==> src/include/dtbu_pkg.sv <==
// Package for the debug trigger and breakpoint unit.
// Assumes a single bus clock domain and the CPU core as bus partner.
package dtbu_pkg;
  localparam int DTBU_AW = 16;
  localparam int DTBU_DW = 8;
  localparam int DTBU_FW = 16;
  localparam int DTBU_FD = 8;
  localparam int DTBU_CW = 4;
  localparam logic [3:0] DTBU_CNT_FULL = 4'h8;
  localparam logic [3:0] DTBU_MODE_A_ONLY = 4'h0;
  localparam logic [3:0] DTBU_MODE_A_OR_B = 4'h1;
  localparam logic [3:0] DTBU_MODE_A_THEN_B = 4'h2;
  localparam logic [3:0] DTBU_MODE_EV_B = 4'h3;
  localparam logic [3:0] DTBU_MODE_A_THEN_EV_B = 4'h4;
  localparam logic [3:0] DTBU_MODE_A_AND_D = 4'h5;
  localparam logic [3:0] DTBU_MODE_A_NOT_D = 4'h6;
  localparam logic [3:0] DTBU_MODE_INSIDE = 4'h7;
  localparam logic [3:0] DTBU_MODE_OUTSIDE = 4'h8;
  localparam logic [7:0] DTBU_BYTE_ZERO = 8'h00;

  typedef struct packed {
    logic [15:0] addr;
    logic [7:0] rdata;
    logic [7:0] wdata;
    logic rw;
    logic valid;
    logic cof;
    logic bdc_access;
    logic opc_fetch;
    logic opc_exec;
  } dtbu_bus_t;

  typedef struct packed {
    logic debug_module_enable;
    logic arm_write;
    logic arm_value;
    logic breakpoint_request_enable;
    logic tag_select;
    logic [3:0] trigger_mode_field;
    logic opcode_tracking_select;
    logic begin_trace;
    logic comparator_a_rw_qualify_enable;
    logic comparator_a_rw_expected;
    logic comparator_b_rw_qualify_enable;
    logic comparator_b_rw_expected;
    logic background_mode_permit;
    logic [15:0] comp_a;
    logic [15:0] comp_b;
  } dtbu_ctrl_t;
endpackage : dtbu_pkg

==> src/rtl/dtbu_unit.sv <==
// Debug trigger logic with comparators, trace FIFO and breakpoint requests.
// Assumes CPU bus signals are synchronous to ref_clk; control bits are steady levels.
`timescale 1ns/1ps

module dtbu_fifo import dtbu_pkg::*; #(
  parameter int WIDTH = 16,
  parameter int DEPTH = 32
) (
  input wire logic ref_clk,
  input wire logic reset_n,
  input wire logic flush,
  input wire logic in_valid,
  output logic in_ready,
  input wire logic [WIDTH-1:0] in_data,
  output logic out_valid,
  input wire logic out_ready,
  output logic [WIDTH-1:0] out_data
);
  localparam int PW = $clog2(DEPTH);
  logic [WIDTH-1:0] mem [DEPTH];
  logic [PW:0] wp_reg;
  logic [PW:0] rp_reg;
  logic [PW:0] diff;
  logic do_wr;
  logic do_rd;
  assign diff = wp_reg - rp_reg;
  assign in_ready = (diff != DEPTH[PW:0]);
  assign out_valid = (diff != '0);
  assign out_data = mem[rp_reg[PW-1:0]];
  assign do_wr = in_valid && (in_ready || do_rd);
  assign do_rd = out_valid && out_ready;
  always_ff @(posedge ref_clk) begin
    if (do_wr) begin
      mem[wp_reg[PW-1:0]] <= in_data;
    end
  end
  always_ff @(posedge ref_clk or negedge reset_n) begin
    if (!reset_n) begin
      wp_reg <= '0;
      rp_reg <= '0;
    end else if (flush) begin
      wp_reg <= '0;
      rp_reg <= '0;
    end else begin
      if (do_wr) begin
        wp_reg <= wp_reg + 1'b1;
      end
      if (do_rd) begin
        rp_reg <= rp_reg + 1'b1;
      end
    end
  end
endmodule : dtbu_fifo

module dtbu_unit import dtbu_pkg::*; (
  input wire logic ref_clk,
  input wire logic reset_n,
  input wire dtbu_bus_t bus,
  input wire dtbu_ctrl_t ctrl,
  input wire logic fifo_low_read,
  output logic [7:0] fifo_port_high_byte,
  output logic [7:0] fifo_port_low_byte,
  output logic run_launched_flag,
  output logic comparator_a_match_flag,
  output logic comparator_b_match_flag,
  output logic [3:0] fifo_word_count,
  output logic tag_request,
  output logic force_request,
  output logic background_entry_opcode,
  output logic software_interrupt_opcode
);
  typedef struct packed {
    logic armed;
    logic a_hit;
    logic b_hit;
    logic a_seen;
    logic started;
    logic [3:0] cnt;
    logic [15:0] port;
    logic tag;
    logic force_q;
    logic bg_entry;
    logic sw_int;
  } dtbu_state_t;

  dtbu_state_t st_reg;
  dtbu_state_t st_next;
  logic en;
  logic a_eq;
  logic b_eq;
  logic a_q;
  logic b_q;
  logic a_trk;
  logic b_trk;
  logic [7:0] dsel;
  logic d_eq;
  logic ev_mode;
  logic begin_eff;
  logic trig;
  logic tag_trig;
  logic store;
  logic [15:0] store_val;
  logic f_in_ready;
  logic f_out_valid;
  logic [15:0] f_out;
  logic f_pop;
  logic f_flush;
  logic f_push;

  assign en = ctrl.debug_module_enable && !bus.bdc_access && bus.valid;
  assign a_eq = en && (bus.addr == ctrl.comp_a);
  assign b_eq = en && (bus.addr == ctrl.comp_b);
  assign a_q = a_eq && (!ctrl.comparator_a_rw_qualify_enable ||
               bus.rw == ctrl.comparator_a_rw_expected);
  assign b_q = b_eq && (!ctrl.comparator_b_rw_qualify_enable ||
               bus.rw == ctrl.comparator_b_rw_expected);
  assign a_trk = ctrl.opcode_tracking_select ? (a_q && bus.opc_exec) : a_q;
  assign b_trk = ctrl.opcode_tracking_select ? (b_q && bus.opc_exec) : b_q;
  assign dsel = (ctrl.comparator_a_rw_qualify_enable && !ctrl.comparator_a_rw_expected)
                ? bus.wdata : bus.rdata;
  assign d_eq = (dsel == ctrl.comp_b[7:0]);
  assign ev_mode = (ctrl.trigger_mode_field == DTBU_MODE_EV_B) ||
                   (ctrl.trigger_mode_field == DTBU_MODE_A_THEN_EV_B);
  assign begin_eff = ev_mode || ctrl.begin_trace;

  always_comb begin
    trig = 1'b0;
    tag_trig = 1'b0;
    case (ctrl.trigger_mode_field)
      DTBU_MODE_A_ONLY: begin
        trig = a_trk;
      end
      DTBU_MODE_A_OR_B: begin
        trig = a_trk || b_trk;
      end
      DTBU_MODE_A_THEN_B: begin
        trig = b_trk && st_reg.a_seen;
      end
      DTBU_MODE_EV_B: begin
        trig = b_trk;
      end
      DTBU_MODE_A_THEN_EV_B: begin
        trig = b_trk && st_reg.a_seen;
      end
      DTBU_MODE_A_AND_D: begin
        trig = a_trk && d_eq;
        tag_trig = a_trk;
      end
      DTBU_MODE_A_NOT_D: begin
        trig = a_trk && !d_eq;
        tag_trig = a_trk;
      end
      DTBU_MODE_INSIDE: begin
        trig = en && (bus.addr >= ctrl.comp_a) && (bus.addr <= ctrl.comp_b);
      end
      DTBU_MODE_OUTSIDE: begin
        trig = en && ((bus.addr < ctrl.comp_a) || (bus.addr > ctrl.comp_b));
      end
      default: begin
        trig = 1'b0;
      end
    endcase
    if (!((ctrl.trigger_mode_field == DTBU_MODE_A_AND_D) ||
          (ctrl.trigger_mode_field == DTBU_MODE_A_NOT_D))) begin
      tag_trig = trig;
    end
  end

  always_comb begin
    store = 1'b0;
    store_val = bus.addr;
    if (st_reg.armed) begin
      if (ev_mode) begin
        store = trig;
        store_val = {DTBU_BYTE_ZERO, bus.rdata};
      end else if (begin_eff) begin
        store = (st_reg.started || trig) && bus.cof;
      end else begin
        store = bus.cof;
      end
    end
  end

  assign f_flush = ctrl.arm_write && ctrl.arm_value;
  assign f_pop = (fifo_low_read && f_out_valid) ||
                 (!st_reg.armed && !begin_eff && store && !f_in_ready) ||
                 (st_reg.armed && !begin_eff && !f_in_ready && store);
  assign f_push = store && (f_in_ready || !begin_eff);

  dtbu_fifo #(.WIDTH(DTBU_FW), .DEPTH(DTBU_FD)) u_fifo (
    .ref_clk(ref_clk),
    .reset_n(reset_n),
    .flush(f_flush),
    .in_valid(f_push),
    .in_ready(f_in_ready),
    .in_data(store_val),
    .out_valid(f_out_valid),
    .out_ready(f_pop),
    .out_data(f_out)
  );

  always_comb begin
    st_next = st_reg;
    st_next.tag = 1'b0;
    st_next.force_q = 1'b0;
    st_next.bg_entry = 1'b0;
    st_next.sw_int = 1'b0;
    st_next.port = f_out_valid ? f_out : '0;
    if (st_reg.armed) begin
      if (a_trk) begin
        st_next.a_hit = 1'b1;
        st_next.a_seen = 1'b1;
      end
      if (b_trk) begin
        st_next.b_hit = 1'b1;
      end
      if (trig) begin
        st_next.started = 1'b1;
      end
      if (f_push && f_in_ready && st_reg.cnt != DTBU_CNT_FULL) begin
        st_next.cnt = st_reg.cnt + 4'h1;
      end
      if (begin_eff && f_push && st_reg.cnt == DTBU_CNT_FULL - 4'h1) begin
        st_next.armed = 1'b0;
      end
      if (!begin_eff && trig) begin
        st_next.armed = 1'b0;
      end
    end
    if (ctrl.breakpoint_request_enable && st_reg.armed) begin
      if (ctrl.tag_select && tag_trig && bus.opc_fetch) begin
        st_next.tag = 1'b1;
      end else if (!ctrl.tag_select && trig) begin
        st_next.force_q = 1'b1;
      end
      if ((ctrl.tag_select && tag_trig && bus.opc_fetch) || (!ctrl.tag_select && trig)) begin
        st_next.bg_entry = ctrl.background_mode_permit;
        st_next.sw_int = !ctrl.background_mode_permit;
      end
    end
    if (f_flush) begin
      st_next.armed = 1'b1;
      st_next.a_hit = st_reg.armed && a_trk;
      st_next.b_hit = st_reg.armed && b_trk;
      st_next.a_seen = 1'b0;
      st_next.started = 1'b0;
      st_next.cnt = '0;
    end
    if ((ctrl.arm_write && !ctrl.arm_value) || !ctrl.debug_module_enable) begin
      st_next.armed = 1'b0;
    end
  end

  always_ff @(posedge ref_clk or negedge reset_n) begin
    if (!reset_n) begin
      st_reg <= '0;
    end else begin
      st_reg <= st_next;
    end
  end

  assign fifo_port_high_byte = st_reg.port[15:8];
  assign fifo_port_low_byte = st_reg.port[7:0];
  assign run_launched_flag = st_reg.armed;
  assign comparator_a_match_flag = st_reg.a_hit;
  assign comparator_b_match_flag = st_reg.b_hit;
  assign fifo_word_count = st_reg.cnt;
  assign tag_request = st_reg.tag;
  assign force_request = st_reg.force_q;
  assign background_entry_opcode = st_reg.bg_entry;
  assign software_interrupt_opcode = st_reg.sw_int;

  property p_arm_start;
    @(posedge ref_clk) disable iff (!reset_n)
    (f_flush && ctrl.debug_module_enable) |=> (run_launched_flag && fifo_word_count == '0);
  endproperty
  a_arm_start: assert property (p_arm_start) else $error("arm did not start run");
  property p_stop;
    @(posedge ref_clk) disable iff (!reset_n)
    !ctrl.debug_module_enable |=> !run_launched_flag;
  endproperty
  a_stop: assert property (p_stop) else $error("run not stopped");
  property p_bdc;
    @(posedge ref_clk) disable iff (!reset_n)
    bus.bdc_access |=> !tag_request && !force_request;
  endproperty
  a_bdc: assert property (p_bdc) else $error("comparator active in bdc access");
  property p_end_trace;
    @(posedge ref_clk) disable iff (!reset_n)
    (st_reg.armed && !begin_eff && trig && !f_flush) |=> !run_launched_flag;
  endproperty
  a_end_trace: assert property (p_end_trace) else $error("end trace did not stop");
  property p_sw_int;
    @(posedge ref_clk) disable iff (!reset_n)
    software_interrupt_opcode |-> !background_entry_opcode && $past(!ctrl.background_mode_permit);
  endproperty
  a_sw_int: assert property (p_sw_int) else $error("software interrupt with permit");
  property p_cnt;
    @(posedge ref_clk) disable iff (!reset_n)
    fifo_word_count <= DTBU_CNT_FULL;
  endproperty
  a_cnt: assert property (p_cnt) else $error("count overflow");
  property p_force;
    @(posedge ref_clk) disable iff (!reset_n)
    force_request |-> $past(!ctrl.tag_select && ctrl.breakpoint_request_enable);
  endproperty
  a_force: assert property (p_force) else $error("force without enable");
  property p_tag;
    @(posedge ref_clk) disable iff (!reset_n)
    tag_request |-> $past(ctrl.tag_select) && !force_request;
  endproperty
  a_tag: assert property (p_tag) else $error("tag wrong");
  property p_a_flag;
    @(posedge ref_clk) disable iff (!reset_n)
    (st_reg.armed && a_trk) |=> comparator_a_match_flag;
  endproperty
  a_a_flag: assert property (p_a_flag) else $error("A match flag not set");
  property p_begin_full;
    @(posedge ref_clk) disable iff (!reset_n)
    (st_reg.armed && begin_eff && f_push && !f_flush &&
     fifo_word_count == DTBU_CNT_FULL - 4'h1) |=> !run_launched_flag;
  endproperty
  a_begin_full: assert property (p_begin_full) else $error("begin trace not ended");
  property p_ev_data;
    @(posedge ref_clk) disable iff (!reset_n)
    (st_reg.armed && ev_mode && f_push) |-> store_val[15:8] == DTBU_BYTE_ZERO;
  endproperty
  a_ev_data: assert property (p_ev_data) else $error("event data high byte set");
  property p_mode_bad;
    @(posedge ref_clk) disable iff (!reset_n)
    (ctrl.trigger_mode_field > DTBU_MODE_OUTSIDE) |-> !trig;
  endproperty
  a_mode_bad: assert property (p_mode_bad) else $error("unused mode triggered");
  property p_track;
    @(posedge ref_clk) disable iff (!reset_n)
    (ctrl.opcode_tracking_select && !bus.opc_exec) |-> !a_trk && !b_trk;
  endproperty
  a_track: assert property (p_track) else $error("untracked match passed");
  property p_stop_arm;
    @(posedge ref_clk) disable iff (!reset_n)
    (ctrl.arm_write && !ctrl.arm_value) |=> !run_launched_flag;
  endproperty
  a_stop_arm: assert property (p_stop_arm) else $error("arm clear did not stop");
  c_trig: cover property (@(posedge ref_clk) disable iff (!reset_n) st_reg.armed && trig);
  c_full: cover property (@(posedge ref_clk) disable iff (!reset_n)
    fifo_word_count == DTBU_CNT_FULL);
  c_brk: cover property (@(posedge ref_clk) disable iff (!reset_n) force_request);
  c_tag: cover property (@(posedge ref_clk) disable iff (!reset_n) tag_request);
  c_end: cover property (@(posedge ref_clk) disable iff (!reset_n)
    st_reg.armed && !begin_eff && trig);
endmodule : dtbu_unit

==> config.mk <==
export PLATFORM = sky130hd
export DESIGN_NAME = dtbu_unit
export DESIGN_NICKNAME = d
export VERILOG_FILES = /design/src/include/dtbu_pkg.sv /design/src/rtl/dtbu_unit.sv
export SDC_FILE = /design/constraint.sdc
export NUM_CORES = 1
export LEC_CHECK = 0
export BUFFER_PORTS_ARGS = -buffer_cell sky130_fd_sc_hd__buf_2
export CAP_MARGIN = 25
export CORE_UTILIZATION = 50
export CTS_CLUSTER_DIAMETER = 100
export CTS_CLUSTER_SIZE = 14
export DETAILED_ROUTE_END_ITERATION = 8
export GPL_ROUTABILITY_DRIVEN = 0
export GPL_TIMING_DRIVEN = 0
export HOLD_SLACK_MARGIN = 0.15
export MAX_ROUTING_LAYER = met4
export PLACE_DENSITY = 0.78
export SYNTH_ARGS = -nofsm -noshare
export SYNTH_HDL_FRONTEND = slang
export SYNTH_SLANG_ARGS = --single-unit
==> constraint.sdc <==
create_clock -name ref_clk -period 14.3 [get_ports ref_clk]
set_input_delay 0.715 -clock ref_clk [delete_from_list [all_inputs] [get_ports ref_clk]]
set_output_delay 0.715 -clock ref_clk [all_outputs]
set_load 0.05 [all_outputs]
==> impl_metrics.toml, run 1 <==
[run_status]
status = "finished, final reports clean"

[clock_tree]
clk_pin_slew_ns = 0.07
cts_hold_buffers = 0
cts_buffers = 17
cts.path.max_buffers = 2
cts_root_buffer = "clkbuf_16"
htreeDepth = 4
cts_resized = 0
post_cts_buffers = 0
cts_tree = "built"
clock_latency_ns = 0.43
clkSinkCount = 165

[routing]
drtIter0Drc = 490
finalWirelength_mm = 19.14
drc = 0
ant_nets = 0
post_drt_wl_per_cell_um = 19.98
dr.pass1.iters = 5
vias = 5532
vias_per_cell = 5.775

[synth]
ys_ff_latch = 165
synth_edf_count = 128
synth_cell_types = 59
async_reset_ff_share_pct = 22.42
synth.yosys.seq_area_share_pct = 59.54
syn_area_per_cell_um2 = 13.58
synth_nets = 718
syn-cell-area_um2 = 8010
synth_cells = 590
synth-main-ff-cell = "edfxtp_1"
yosysWarnings = 0

[sta]
holdWs_ns = 0.3919
min_period_over_period_pct = 32.40
slew_headroom_pct = 32.12
setup_tns_ns = 0
max_slew.worst_pin.slew_ns = 1.018
timing.fmax_ghz = 0.2159
hold_viol = 0
rsz0062_at_grt = "no"
fin_worst_skew_ns = 0.006647
maxSlewViolCount = 0
fin_crit_ns = 4.633
finalSetupViolations = 0

[layout]
drive_gt1_share_pct = 31.73
post-route-cell-area_um2 = 9578
area_growth_pct = 19.57
diodes = 0
largest_register_ffs = 128
fin_nets = 862

[critical_path]
cp_data_arrival_time_ns = 4.77
crit_path_start = "u_fifo.rp_reg[2]"
timing.rr.start = "u_fifo.rp_reg[2]"
criticalPathCategory = "flip-flop to flip-flop"
cp.required_ns = 14.44
endpoint_kind = "flip-flop"
crit_fanout = 10
crit_path_start_kind = "flip-flop"

[pwr]
ir_worst_vdd_v = 0.0001047
power.leakage_uw = 0.003812
cellPowerDensity_nw_per_um2 = 151.8

[run]
drv_cap = 0

[floorplan]
dieArea_um2 = 16530
start_util_pct = 51.92
rows = 45
die_y_um = 128.6
io_pins = 116
core_um2 = 15430
die_x_um = 128.6

[global_routing]
overflow = 0
grt_pass1_vias = 5728
antenna_found_initial = 0
grt_max_degree = 38
grtUsageTotal_pct = 26.19
grt_pass1_wl_mm = 30.42

[min_path]
hp-class = "input port to asynchronous set/reset pin"

[placement]
dp_hpwl_mm = 13.52
port-buffer-count = 113
postPlaceCellArea_um2 = 8994
-- worst max-delay path: stages, from the launching register on --
cell and delay, ns:
dfrtp_1 0.32, clkbuf_1 0.40, clkinv_1 0.43, clkbuf_1 0.43, ha_1 0.44, a21oi_1 0.17
xnor2_1 0.16, nand2b_1 0.19, o221ai_1 0.15, a31oi_1 0.38, nand2_1 0.23, nor3b_2 0.75
buf_6 0.27
-- cell usage in the layout, fill, tap and decap left out, types with 7 or more instances in the layout --
cell	Yosys	final
ha_1	39	39
nor2_1	19	18
buf_4	21	27
a21oi_1	47	47
xnor2_1	9	9
dfrtp_1	37	37
inv_1	43	43
mux2i_1	7	7
mux4_2	32	32
o21ai_0	10	10
clkbuf_1	18	18
nand4_1	10	10
nand2_1	57	57
clkbuf_16	0	17
mux2_2	8	8
and2_1	12	12
nand3_1	9	9
edfxtp_1	128	128
buf_2	0	113
-- logic make-up after synthesis --
family | after synthesis | synth area share, %
AO/OA/AOI/OAI | 92 | 7.498
multiplexers | 47 | 11.00
buffers and inverters | 88 | 5.107
XOR/XNOR | 14 | 1.531
AND/OR/NAND/NOR | 145 | 9.231
flip-flops | 165 | 59.54
adder cells (fa/ha/maj) | 39 | 6.092
-- final timing paths --
path | end | cells past startpoint | slack (ns)
hold / removal | fifo_port_high_byte[0] | 1 | 0.39
hold reg to reg | comparator_a_match_flag | 2 | 0.47
max in group asynchronous | tag_request | 1 | 13.32
setup / recovery | u_fifo.mem[6][6] | 12 | 9.67
min in group ref_clk | software_interrupt_opcode | 2 | 0.44
setup reg to reg | u_fifo.mem[6][6] | 12 | 9.67
-- area by class of cell --
type | instances | area, µm²
Clock inverter | 13 | 116.4
Buffer | 43 | 240.2
Clock buffer | 19 | 452.9
Inverter | 45 | 168.9
Timing Repair Buffer | 125 | 693.2
Tap cell | 211 | 264.0
Sequential cell | 165 | 4770
Multi-Input combinational cell | 337 | 2873
Fill cell | 1180 | 5849
-- Yosys cell counts (all sizes together) (12+ instances only) --
library cell	instances	share of area, %
and2	12	0.94
nand2	58	2.7
nor2	19	0.89
mux4	32	9.0
inv	44	2.1
clkbuf	18	0.84
dfrtp	37	12
ha	39	6.1
a21oi	47	2.9
edfxtp	128	48
buf	25	2.2
-- through the flow --
stage | std cells | utilization, % | total power, µW | worst slack (ns)
after global routing | 958 | 62.08 | 1516 | 9.298
final | 958 | 62.08 | 1454 | 9.667
after CTS | 957 | 61.99 | 1456 | 9.686
after detailed placement | 925 | 58.30 | 1019 | 9.745
after floorplan | 590 | - | 903.6 | 9.421
after global placement | 914 | 57.30 | 1006 | 7.593
-- routing by layer --
layer / up-vias / global-route usage [%] / routed length, µm
met5: - / - / 0
met4: 0 / 12.94 / 635
met3: 47 / 5.572 / 1483
met2: 332 / 43.72 / 9766
met1: 2674 / 30.04 / 7254
li1: 2479 / - / -
-- power breakdown --
part	internal, µW	total (µW)	leakage [µW]	switching, µW
logic	180	462	0.00190	282
clock network	237	435	0.000277	198
registers	548	557	0.00163	8.87
No activity file was read; power rests on OpenSTA's default activity.
==> run 2, diff against run 1 <==
--- a/config.mk
+++ b/config.mk
@@ -15,7 +15,7 @@
 export GPL_TIMING_DRIVEN = 0
 export HOLD_SLACK_MARGIN = 0.15
 export MAX_ROUTING_LAYER = met4
-export PLACE_DENSITY = 0.78
+export PLACE_DENSITY = 0.81
 export SYNTH_ARGS = -nofsm -noshare
 export SYNTH_HDL_FRONTEND = slang
 export SYNTH_SLANG_ARGS = --single-unit
==> constraint.sdc (replaced) <==
create_clock -name ref_clk -period 4.2 [get_ports ref_clk]
set_input_delay 0.21 -clock ref_clk [delete_from_list [all_inputs] [get_ports ref_clk]]
set_output_delay 0.21 -clock ref_clk [all_outputs]
set_load 0.05 [all_outputs]
==> run 2 against run 1 <==
Effect of this change: final area rose by 1.6%; core utilization rose by 0.97 points; register-to-register slack worse by 9.5 ns; non-clock buffer count up 9; clock-buffer cell count is 1 lower; sequential power rose to 3.4 times the previous value; critical path depth shrank 1; via count is 0.78% higher; first-iteration DRC count rose by 19%; critical path type unchanged; largest power group unchanged.
==> impl_metrics.toml, run 2 (synthesized netlist as in run 1, its figures left out) <==
[run_status]
status = "finished, final reports clean"

[clock_tree]
cts_tree = "built"
clk_pin_slew_ns = 0.07
cts_buffers = 17
htreeDepth = 4
clock_latency_ns = 0.42
cts.path.max_buffers = 2
clkSinkCount = 165
cts_root_buffer = "clkbuf_16"

[sta]
finalSetupViolations = 0
min_period_over_period_pct = 94.86
hold_viol = 0
slew_headroom_pct = 37.79
rsz0062_at_grt = "no"
timing.fmax_ghz = 0.2510
max_slew.worst_pin.slew_ns = 0.9331
maxSlewViolCount = 0
fin_crit_ns = 3.984
holdWs_ns = 0.1614
fin_worst_skew_ns = 0.01117

[critical_path]
slowest_delay_ns = 0.60
crit_path_start_kind = "flip-flop"
path_cells = "clkinv_2 > clkbuf_1 > ha_1 > a21oi_1 > xnor2_1 > nand2b_1 > o221ai_1 > a31oi_1 > nand2_1 > nor3b_4 > buf_4"
endpoint_kind = "flip-flop"
cp.required_ns = 4.32
crit_fanout = 10
slowest_stage = "dfrtp_1"
criticalPathCategory = "flip-flop to flip-flop"
cp_data_arrival_time_ns = 4.10

[pwr]
ir_worst_vdd_v = 0.0003963
combPwrFrac_pct = 31.5
clock_power_share_pct = 29.9
cellPowerDensity_nw_per_um2 = 513.1
p_sw_share_pct = 33.08
p_int_uw = 3340
power.total_uw = 4991
power.leakage_uw = 0.003870
seqPwrFrac_pct = 38.6
switching_power_uw = 1651

[layout]
fin_nets = 871
largest_register_ffs = 128
diodes = 0
drive_gt1_share_pct = 32.28
area_growth_pct = 21.43
final_common_cell = "edfxtp_1"
final_util_pct = 63.05
layout_common_cells = "128 x edfxtp_1, 114 x buf_2, 57 x nand2_1"

[floorplan]
die_y_um = 128.6
io_pins = 116
start_util_pct = 51.92
rows = 45
die_x_um = 128.6
dieArea_um2 = 16530
core_um2 = 15430

[global_routing]
overflow = 0
antenna_found_initial = 0
grt_max_degree = 38
grt_pass1_wl_mm = 29.80
grt_pass1_vias = 5571
grtUsageTotal_pct = 25.74

[min_path]
hp-class = "input port to flip-flop"

[placement]
port-buffer-count = 113
dp_hpwl_mm = 13.51

[routing]
vias_per_cell = 5.765
post_drt_wl_per_cell_um = 20.02
vias = 5575
finalWirelength_mm = 19.36
dr.pass1.iters = 5
drtIter0Drc = 583
ant_nets = 0
drc = 0

[run]
drv_cap = 0
## run 2: cell count changes in the layout (fill, tap and decap cells not counted), moves of 2 or more
cell / previous run / this run
dlygate4sd3_1: 0 / 7
clkbuf_1: 18 / 14
nor3_4: 0 / 3
nor3_2: 3 / 0
buf_6: 2 / 4
buf_4: 27 / 30
## run 2: metal layers
metal  wire (µm)  GRT usage [%]  up-vias
met1        7553          30.47     2752
met4         490          10.87        0
met3        1247          3.950       39
li1            -              -     2490
met2       10070          43.94      294
met5           0              -        -
## run 2: final timing paths
| path | cells past startpoint | start | end | slack [ns] |
|---|---|---|---|---|
| min in group asynchronous | 2 | reset_n | fifo_port_high_byte[1] | 0.43 |
| worst max-delay path | 11 | u_fifo.rp_reg[2] | u_fifo.mem[6][15] | 0.22 |
| max in group asynchronous | 2 | reset_n | u_fifo.rp_reg[3] | 3.22 |
| worst min-delay path | 4 | ctrl[46] | comparator_b_match_flag | 0.16 |
| worst max register to register | 11 | u_fifo.rp_reg[2] | u_fifo.mem[6][15] | 0.22 |
| worst min register to register | 2 | comparator_b_match_flag | comparator_b_match_flag | 0.47 |
## run 2: worst max-delay path, delay by kind of cell (launching register included)
kind,cells,cell delay [ns]
AOI/OAI and AO/OA,3,0.76
and+or+nand+nor,3,0.82
adders and majority gates,1,0.45
buffers and inverters,3,0.90
DFF,1,0.60
xor gates and xnor gates,1,0.16
## run 2: area by class of cell
type,instances,area [µm²]
clock inverter,14,138.9
sequential,165,4770
clock buffer,18,439.2
fill,1122,5700
buffer,40,230.2
inverter,45,170.2
multi-input combinational,337,2907
timing repair buffer,137,808.3
tap,211,264.0
## run 2: what timing repair did
action / in CTS / in global routing
resized for setup: 5 / 2
setup buffers: 3 / 2
hold buffers: 7 / 0
pin swaps: 3 / 1
setup endpoints to repair: 132 / 65
endpoints found under the hold margin: 44 / 0
## run 2: power by group through the flow
| stage | logic, µW | clock network [µW] | registers (µW) |
|---|---|---|---|
| floorplan | 1150 | 0 | 1930 |
| global placement | 1490 | 0 | 1930 |
| detailed placement | 1530 | 0 | 1930 |
| CTS | 1550 | 1500 | 1910 |
| global route | 1680 | 1570 | 1940 |
| finish | 1570 | 1490 | 1920 |
## run 2: through the flow
| stage | cells | area (µm²) | setup TNS [ns] | worst slack, ns |
|---|---|---|---|---|
| 2_1_floorplan | 590 | 8016 | -10.92 | -0.3414 |
| 3_3_place_gp | 914 | 8846 | -184.49 | -2.051 |
| 3_5_place_dp | 924 | 8995 | -32.78 | -0.4865 |
| 4_1_cts | 964 | 9679 | 0 | 0.02598 |
| 5_1_grt | 967 | 9727 | 0 | 0.03124 |
| 6_report | 967 | 9727 | 0 | 0.2157 |
